**config.mk**
```make
export PLATFORM = sky130hd
export DESIGN_NAME = ccr_top
export DESIGN_NICKNAME = d
export VERILOG_FILES = /design/src/inc/ccr_pkg.sv /design/src/ccr_sync.sv /design/src/ccr_top.sv
export SDC_FILE = /design/constraint.sdc
export NUM_CORES = 1
export LEC_CHECK = 0
export BUFFER_PORTS_ARGS = -buffer_cell sky130_fd_sc_hd__buf_2
export CAP_MARGIN = 5
export CORE_ASPECT_RATIO = 0.5
export CORE_MARGIN = 4
export CORE_UTILIZATION = 25
export DETAILED_ROUTE_END_ITERATION = 8
export GPL_TIMING_DRIVEN = 0
export SKIP_CTS_REPAIR_TIMING = 1
export SYNTH_ARGS = -nofsm -noshare
export SYNTH_HDL_FRONTEND = slang
export SYNTH_HIERARCHICAL = 1
export SYNTH_SLANG_ARGS = --single-unit
```
**constraint.sdc**
```tcl
create_clock -name clock -period 2.5 [get_ports clock]
set_input_delay 0.125 -clock clock [delete_from_list [all_inputs] [get_ports clock]]
set_output_delay 0.125 -clock clock [all_outputs]
set_load 0.03 [all_outputs]
```
**src/inc/ccr_pkg.sv**
```systemverilog
// constants for the core clock ratio and reset front end
// assumes one 200 MHz clock drives every flop of the block
package ccr_pkg;
  localparam int CLK_PERIOD_NS = 5;
  // least delay from captured strap to the reset-done output
  localparam int RST_DONE_NS = 100;
  localparam int RST_DONE_CYC =
    (RST_DONE_NS + CLK_PERIOD_NS - 1) / CLK_PERIOD_NS;
  localparam int CNT_W = 8;
  localparam logic [CNT_W-1:0] RST_DONE_CNT = RST_DONE_CYC[CNT_W-1:0];
  // ratio strap encodings
  localparam int STRAP_W = 3;
  localparam logic [STRAP_W-1:0] STRAP_R4 = 3'h0;
  localparam logic [STRAP_W-1:0] STRAP_R5 = 3'h1;
  localparam logic [STRAP_W-1:0] STRAP_R6 = 3'h2;
  localparam logic [STRAP_W-1:0] STRAP_R7 = 3'h3;
  localparam logic [STRAP_W-1:0] STRAP_R8 = 3'h4;
  localparam logic [STRAP_W-1:0] STRAP_R10 = 3'h5;
  localparam logic [STRAP_W-1:0] STRAP_R12 = 3'h6;
  localparam logic [STRAP_W-1:0] STRAP_RSVD = 3'h7;
  // ratio values and their reset value
  localparam int RATIO_W = 4;
  localparam logic [RATIO_W-1:0] RATIO_4 = 4'h4;
  localparam logic [RATIO_W-1:0] RATIO_5 = 4'h5;
  localparam logic [RATIO_W-1:0] RATIO_6 = 4'h6;
  localparam logic [RATIO_W-1:0] RATIO_7 = 4'h7;
  localparam logic [RATIO_W-1:0] RATIO_8 = 4'h8;
  localparam logic [RATIO_W-1:0] RATIO_10 = 4'hA;
  localparam logic [RATIO_W-1:0] RATIO_12 = 4'hC;
  localparam logic [RATIO_W-1:0] RATIO_RST = RATIO_4;
  // half-period counter, two toggles per core clock period
  localparam int HALF_W = 5;
  localparam logic [HALF_W-1:0] HALF_ZERO = 5'h00;
  // synchroniser bit positions
  localparam int SYN_W = 5;
  localparam int SYN_STRAP_LO = 0;
  localparam int SYN_SCLK = 3;
  localparam int SYN_POR = 4;
  typedef enum logic [1:0] {
    CCR_RESET,
    CCR_CAPTURE,
    CCR_WAIT,
    CCR_RUN
  } ccr_state_t;
endpackage

```
**src/ccr_sync.sv**
```systemverilog
// two-flop synchroniser for a group of unrelated level inputs
// assumes each bit is an independent level from outside the clock
`timescale 1ns/1ps
module ccr_sync
#(
  parameter int W = 1
)
(
  input wire logic clock,
  input wire logic rst_n,
  input wire logic [W-1:0] d,
  output logic [W-1:0] q
);
  logic [W-1:0] meta_r;

  // first stage is read only by the second stage
  always_ff @(posedge clock)
  begin
    if (!rst_n)
    begin
      meta_r <= '0;
      q <= '0;
    end
    else
    begin
      meta_r <= d;
      q <= meta_r;
    end
  end
endmodule

```
**src/ccr_top.sv**
```systemverilog
// core clock ratio, reset sequencing and reset-time pin release
// assumes the board holds the strap steady outside reset and loops
// reset_done back into dram_por_in externally
`timescale 1ns/1ps
// Function
// - core clock gives n pulses per system clock, n decoded from strap
// - reset forces known state and holds the program sequencer idle
// - reset_done output rises once the internal reset sequence ends
// - the core_clock and reset_done pins are released to high impedance during reset
// - asynchronous reset, strap, clock and por inputs are synchronised
module ccr_top
  import ccr_pkg::*;
(
  input wire logic clock,
  input wire logic rst_n,
  input wire logic [STRAP_W-1:0] core_ratio_strap,
  input wire logic sys_clock_pin,
  input wire logic dram_por_in_n,
  output logic core_clock,
  output logic core_clock_oe,
  output logic reset_done,
  output logic reset_done_oe,
  output logic seq_idle,
  output logic dram_init,
  output logic [RATIO_W-1:0] core_ratio,
  output logic ratio_reserved
);
  logic [1:0] rst_chain_r;
  logic rst_q_n;
  logic [SYN_W-1:0] syn_q;
  logic [STRAP_W-1:0] strap_q;
  logic sclk_prev_r;
  logic sclk_rise;
  ccr_state_t state_r;
  logic [CNT_W-1:0] done_cnt_r;
  logic [HALF_W-1:0] half_r;
  logic [RATIO_W-1:0] ratio_nxt;

  // reset synchroniser
  // assertion acts at the next clock edge, release takes two edges to settle
  always_ff @(posedge clock)
  begin
    if (!rst_n)
      rst_chain_r <= 2'h0;
    else
      rst_chain_r <= {rst_chain_r[0], 1'b1};
  end
  assign rst_q_n = rst_chain_r[1];

  ccr_sync #(.W(SYN_W)) u_sync (
    .clock(clock),
    .rst_n(rst_n),
    .d({dram_por_in_n, sys_clock_pin, core_ratio_strap}),
    .q(syn_q)
  );

  // synchronised strap, named so the checks can read it
  assign strap_q = syn_q[SYN_STRAP_LO +: STRAP_W];

  // system clock edge detect works on the synchronised copy only
  always_ff @(posedge clock)
  begin
    if (!rst_q_n)
      sclk_prev_r <= 1'b0;
    else
      sclk_prev_r <= syn_q[SYN_SCLK];
  end
  assign sclk_rise = syn_q[SYN_SCLK] & ~sclk_prev_r;

  // strap decode
  // reserved code falls back to the default ratio and is flagged
  always_comb
  begin
    case (syn_q[SYN_STRAP_LO +: STRAP_W])
      STRAP_R4: ratio_nxt = RATIO_4;
      STRAP_R5: ratio_nxt = RATIO_5;
      STRAP_R6: ratio_nxt = RATIO_6;
      STRAP_R7: ratio_nxt = RATIO_7;
      STRAP_R8: ratio_nxt = RATIO_8;
      STRAP_R10: ratio_nxt = RATIO_10;
      STRAP_R12: ratio_nxt = RATIO_12;
      default: ratio_nxt = RATIO_RST;
    endcase
  end

  always_ff @(posedge clock)
  begin
    if (!rst_q_n)
      state_r <= CCR_RESET;
    else
    begin
      case (state_r)
        CCR_RESET: state_r <= CCR_CAPTURE;
        CCR_CAPTURE: state_r <= CCR_WAIT;
        CCR_WAIT:
        begin
          if (done_cnt_r == '0)
            state_r <= CCR_RUN;
        end
        CCR_RUN: state_r <= CCR_RUN;
        default: state_r <= CCR_RESET;
      endcase
    end
  end

  // reset-done delay counter
  always_ff @(posedge clock)
  begin
    if (!rst_q_n)
      done_cnt_r <= RST_DONE_CNT;
    else if (state_r == CCR_WAIT && done_cnt_r != '0)
      done_cnt_r <= done_cnt_r - 1'b1;
  end

  // strap capture once per reset
  // strap synchroniser has settled by the time capture comes round
  always_ff @(posedge clock)
  begin
    if (!rst_q_n)
    begin
      core_ratio <= RATIO_RST;
      ratio_reserved <= 1'b0;
    end
    else if (state_r == CCR_CAPTURE)
    begin
      core_ratio <= ratio_nxt;
      ratio_reserved <=
        (syn_q[SYN_STRAP_LO +: STRAP_W] == STRAP_RSVD);
    end
  end

  // core clock generation
  // each system clock rise reloads 2n half periods; the system period must
  // span at least 2n clocks or the burst is cut short by the reload
  always_ff @(posedge clock)
  begin
    if (!rst_q_n || state_r != CCR_RUN)
    begin
      half_r <= HALF_ZERO;
      core_clock <= 1'b0;
    end
    else if (sclk_rise)
    begin
      half_r <= HALF_W'({core_ratio, 1'b0});
      core_clock <= 1'b0;
    end
    else if (half_r != HALF_ZERO)
    begin
      half_r <= half_r - 1'b1;
      core_clock <= ~core_clock;
    end
  end

  // reset done and dram release
  // dram init waits for the looped-back por input, not reset_done itself
  always_ff @(posedge clock)
  begin
    if (!rst_q_n)
    begin
      reset_done <= 1'b0;
      dram_init <= 1'b0;
    end
    else
    begin
      reset_done <= (state_r == CCR_RUN);
      dram_init <= syn_q[SYN_POR];
    end
  end

  always_ff @(posedge clock)
  begin
    if (!rst_q_n)
    begin
      core_clock_oe <= 1'b0;
      reset_done_oe <= 1'b0;
    end
    else
    begin
      core_clock_oe <= (state_r == CCR_RUN);
      reset_done_oe <= 1'b1;
    end
  end

  // sequencer idle until dram is released
  always_ff @(posedge clock)
  begin
    if (!rst_q_n)
      seq_idle <= 1'b1;
    else
      seq_idle <= ~(reset_done & dram_init);
  end

  // checks on the sequencing
  a_reset_float: assert property (
    @(posedge clock) !rst_q_n |=> !core_clock_oe && !reset_done_oe)
    else $error("outputs driven during reset");
  a_reset_idle: assert property (
    @(posedge clock) !rst_q_n |=> seq_idle && !reset_done)
    else $error("sequencer not idle in reset");
  a_done_delay: assert property (
    @(posedge clock) disable iff (!rst_q_n)
    $rose(reset_done) |-> done_cnt_r == '0 && $past(state_r == CCR_RUN))
    else $error("reset done before delay ran out");
  a_done_bound: assert property (
    @(posedge clock) disable iff (!rst_q_n)
    state_r == CCR_CAPTURE |-> ##[21:23] reset_done)
    else $error("reset done late");
  a_ratio_frozen: assert property (
    @(posedge clock) disable iff (!rst_q_n)
    state_r == CCR_RUN |=> $stable(core_ratio))
    else $error("ratio changed outside reset");
  a_ratio_decode: assert property (
    @(posedge clock) disable iff (!rst_q_n)
    state_r == CCR_CAPTURE |=> core_ratio ==
      ($past(strap_q) == STRAP_RSVD ? RATIO_RST :
       $past(strap_q) > STRAP_R8 ? {$past(strap_q), 1'b0} :
       {1'b0, $past(strap_q)} + RATIO_4)
      && ratio_reserved == ($past(strap_q) == STRAP_RSVD))
    else $error("strap decoded wrongly");
  a_burst_load: assert property (
    @(posedge clock) disable iff (!rst_q_n)
    state_r == CCR_RUN && sclk_rise |=> half_r == {core_ratio, 1'b0}
      && !core_clock)
    else $error("burst length not twice the ratio");
  a_clock_toggle: assert property (
    @(posedge clock) disable iff (!rst_q_n)
    state_r == CCR_RUN && !sclk_rise && half_r != HALF_ZERO
      |=> core_clock != $past(core_clock))
    else $error("core clock missed a half period");
  a_sync_release: assert property (
    @(posedge clock) $rose(rst_n) |-> !rst_q_n ##1 !rst_q_n)
    else $error("reset released without synchroniser");

  c_reach_run: cover property (@(posedge clock) $rose(reset_done));
  c_burst: cover property (@(posedge clock)
    state_r == CCR_RUN && sclk_rise);
  c_reserved: cover property (@(posedge clock) $rose(ratio_reserved));
  c_dram_up: cover property (@(posedge clock) $fell(seq_idle));
endmodule

```
==> results.sh <==
export IMPL_worstHoldPathType="in2reg"
export IMPL_drv_slew=0
export IMPL_yosys_area_top_type_share=0.531
export IMPL_grt_overflow=0
export IMPL_tns_ns=0
export IMPL_path_class="reg2reg"
export IMPL_ys_seq_area_frac=0.531
export IMPL_grt_pass1_vias=958
export IMPL_critPathCaptureType="flip-flop"
export IMPL_path_cells="inv_1, ha_1, nor4b_1, a21oi_1, xnor2_1, and2_1"
export IMPL_synth_cells=146
export IMPL_slew_headroom=0.512
export IMPL_numCtsBuffers=5
export IMPL_fin_worst_skew_ns=0.00277
export IMPL_nets=180
export IMPL_antenna_left=0
export IMPL_grt_max_degree=13
export IMPL_power_total_mw=1.49
export IMPL_fin_ws_ns=0.526
export IMPL_slowest_stage="nor4b_1"
export IMPL_syn_nets=156
export IMPL_clock_path_buffers=2
export IMPL_dieArea_um2=7070
export IMPL_status="finished, final reports clean"
export IMPL_ff2ff_path_depth=6
export IMPL_rr_endpoint="done_cnt_r[0]"
export IMPL_areaGrowthSynthToFinish_pct=26.2
export IMPL_crit_path_max_incr_delay_ns=0.61
export IMPL_numPortBuffers=17
export IMPL_cts_root_buf="clkbuf_16"
export IMPL_avgSynthCellArea_um2=9.80
export IMPL_worst_hold_path_num_cells=2
export IMPL_pin_count=18
export IMPL_place_ws_ns=0.543
export IMPL_drt_wl_total_um=2400
export IMPL_coreArea_um2=5520
export IMPL_synth_warnings=6
export IMPL_period_minus_slack_ns=1.97
export IMPL_synth_area_leaders="dfxtp_1, and2_1, nand2_1, a21oi_1, ha_1"
export IMPL_p_leak_nw=0.704
export IMPL_die_w_um=115
export IMPL_place_congestion=0.727
export IMPL_drc_errors=0
export IMPL_cap_violations=0
export IMPL_setup_viol=0
export IMPL_drt_iter0_markers=32
export IMPL_startpoint_type="flip-flop"
export IMPL_cp_max_fo=5
export IMPL_clk_pin_slew_ns=0.05
export IMPL_grtUsageTotal=0.0764
export IMPL_worstPathArrival_ns=2.14
export IMPL_synth_largest_area_cell="dfxtp_1"
export IMPL_cts_max_level=2
export IMPL_worstPathRequired_ns=2.67
export IMPL_finalCritPeriodShare=0.790
export IMPL_vias=1013
export IMPL_diodes=0
export IMPL_ir_drop_mv=0.312
export IMPL_drtPass1Iterations=4
export IMPL_syn_area_um2=1430
export IMPL_start_util=0.260
export IMPL_rsz0062_at_grt="no"
export IMPL_via_per_inst=4.15
export IMPL_cts_tree="done"
export IMPL_dpl_hpwl_um=1740
export IMPL_clk_latency_ns=0.27
export IMPL_ys_ff_latch=38
export IMPL_drive_gt1_frac=0.170
export IMPL_r2r_start="done_cnt_r[0]"
export IMPL_grt_pass1_wl_um=4190
export IMPL_hold_viol_final=0
export IMPL_p_per_area_nw_per_um2=827
export IMPL_routedWlPerCell_um=9.82
export IMPL_ys_types=36
export IMPL_dieHeight_um=61.5
export IMPL_timing_fmax_mhz=507
export IMPL_numClockSinks=38
export IMPL_worstHoldEndpoint="u_sync/meta_r[1]"
export IMPL_r2r_setup_slack_ns=0.53
export IMPL_core_rowCount=19
export IMPL_antenna_found_initial=0
export IMPL_min_from="core_ratio_strap[1]"
export IMPL_worstMarginPinSlew_ns=0.722
[cells by family (layout without fill, tap and decap cells)]
logic type,after synthesis,in the layout,synth area share
flip-flops,38,38,0.531
buffers and inverters,10,35,0.0288
AND/OR/NAND/NOR,66,66,0.269
adder cells (fa/ha/maj),3,3,0.0262
AO/OA/AOI/OAI,23,23,0.106
XOR/XNOR,4,4,0.0245
multiplexers,2,2,0.0140
[cells in the final DEF (no fill, tap or decap), types with 2 or more instances in the layout]
cell type and n:
ha_1 3, nor2_1 6, mux2i_1 2, nand2_1 12, nand3b_1 3, a21boi_1 2, a21oi_1 8, dfxtp_1 38
a211oi_1 2, o211a_1 2, and2_1 14, buf_2 17, nor3_1 5, nor4b_1 2, nor2b_1 5, nor3b_1 2
bufinv_16 2, clkbuf_16 5, nand2b_1 3, a21boi_0 2, inv_1 6, xnor2_1 3, nand3_1 6, o21ai_0 3
clkbuf_1 3
[stage by stage]
stage	utilization	cells	hold slack [ns]	area, um2
6_report	0.328	244	0.0566	1810
5_1_grt	0.328	244	0.0503	1810
4_1_cts	0.328	244	0.0512	1810
3_5_place_dp	0.292	236	0.337	1610
3_3_place_gp	0.292	236	0.333	1610
2_1_floorplan	-	146	0.153	1430
[how the worst max path moves through the flow]
stage | start | end | slack (ns) | cells after the start
floorplan | done_cnt_r[0] | done_cnt_r[0] | 0.85 | 6
global placement | done_cnt_r[0] | done_cnt_r[0] | 0.55 | 6
detailed placement | done_cnt_r[0] | done_cnt_r[0] | 0.54 | 6
CTS | done_cnt_r[0] | done_cnt_r[0] | 0.52 | 6
global route | done_cnt_r[0] | done_cnt_r[0] | 0.37 | 6
finish | done_cnt_r[0] | done_cnt_r[0] | 0.53 | 6
[worst max-delay path: cells and delay by family (launching register included)]
kind                       cells  cell delay, ns
and+or+nand+nor                2            0.77
DFF                            1            0.31
AOI/OAI and AO/OA              1            0.30
adders and majority gates      1            0.20
xor gates and xnor gates       1            0.19
buffers and inverters          1            0.10
[report_power, final]
part | internal (mW) | leakage (nW) | switching (mW)
logic | 0.0194 | 0.297 | 0.0245
clock network | 0.598 | 0.0971 | 0.223
registers | 0.620 | 0.310 | 0.00854
total | 1.24 | 0.704 | 0.257
[layout make-up]
cell class | instances | area, um2
Inverter | 6 | 22.5
Fill cell | 581 | 3710
Timing Repair Buffer | 17 | 85.1
Multi-Input combinational cell | 98 | 629
Buffer | 4 | 18.8
Sequential cell | 38 | 761
Clock inverter | 2 | 60.1
Tap cell | 73 | 91.3
Clock buffer | 6 | 139
[registers in the layout (all words and copies together) (netlist names), 2 cells and up]
register	flops
core_ratio	4
rst_chain_r	2
state_r	2
u_sync/meta_r	5
u_sync/q	5
half_r	5
done_cnt_r	8
[synth_stat cells, drive strengths merged]
| master | count |
|---|---|
| buf | 1 |
| or4 | 1 |
| inv | 6 |
| nor2b | 5 |
| o41ai | 1 |
| clkbuf | 3 |
| o21a | 1 |
| nor3 | 5 |
| nand2 | 12 |
| a22oi | 1 |
| nand3 | 6 |
| or3 | 1 |
| nor3b | 2 |
| a21boi | 4 |
| o211ai | 1 |
| nand2b | 3 |
| nor2 | 6 |
| xor2 | 1 |
| and2b | 1 |
| nand4 | 1 |
| xnor2 | 3 |
| ha | 3 |
| mux2i | 2 |
| and2 | 14 |
| nand3b | 3 |
| o21ai | 3 |
| a21oi | 8 |
| nor4b | 2 |
| o211a | 2 |
| or4b | 3 |
| or2b | 1 |
| a211oi | 2 |
| dfxtp | 38 |
[layer usage]
layer	vias to the layer above	wire length, um	global-route usage
li1	546	-	-
met1	455	1250	0.0904
met2	10	1050	0.126
met3	2	70	0.0294
met4	0	27	0.0351
met5	-	0	0
No activity file was read; power rests on OpenSTA's default activity.
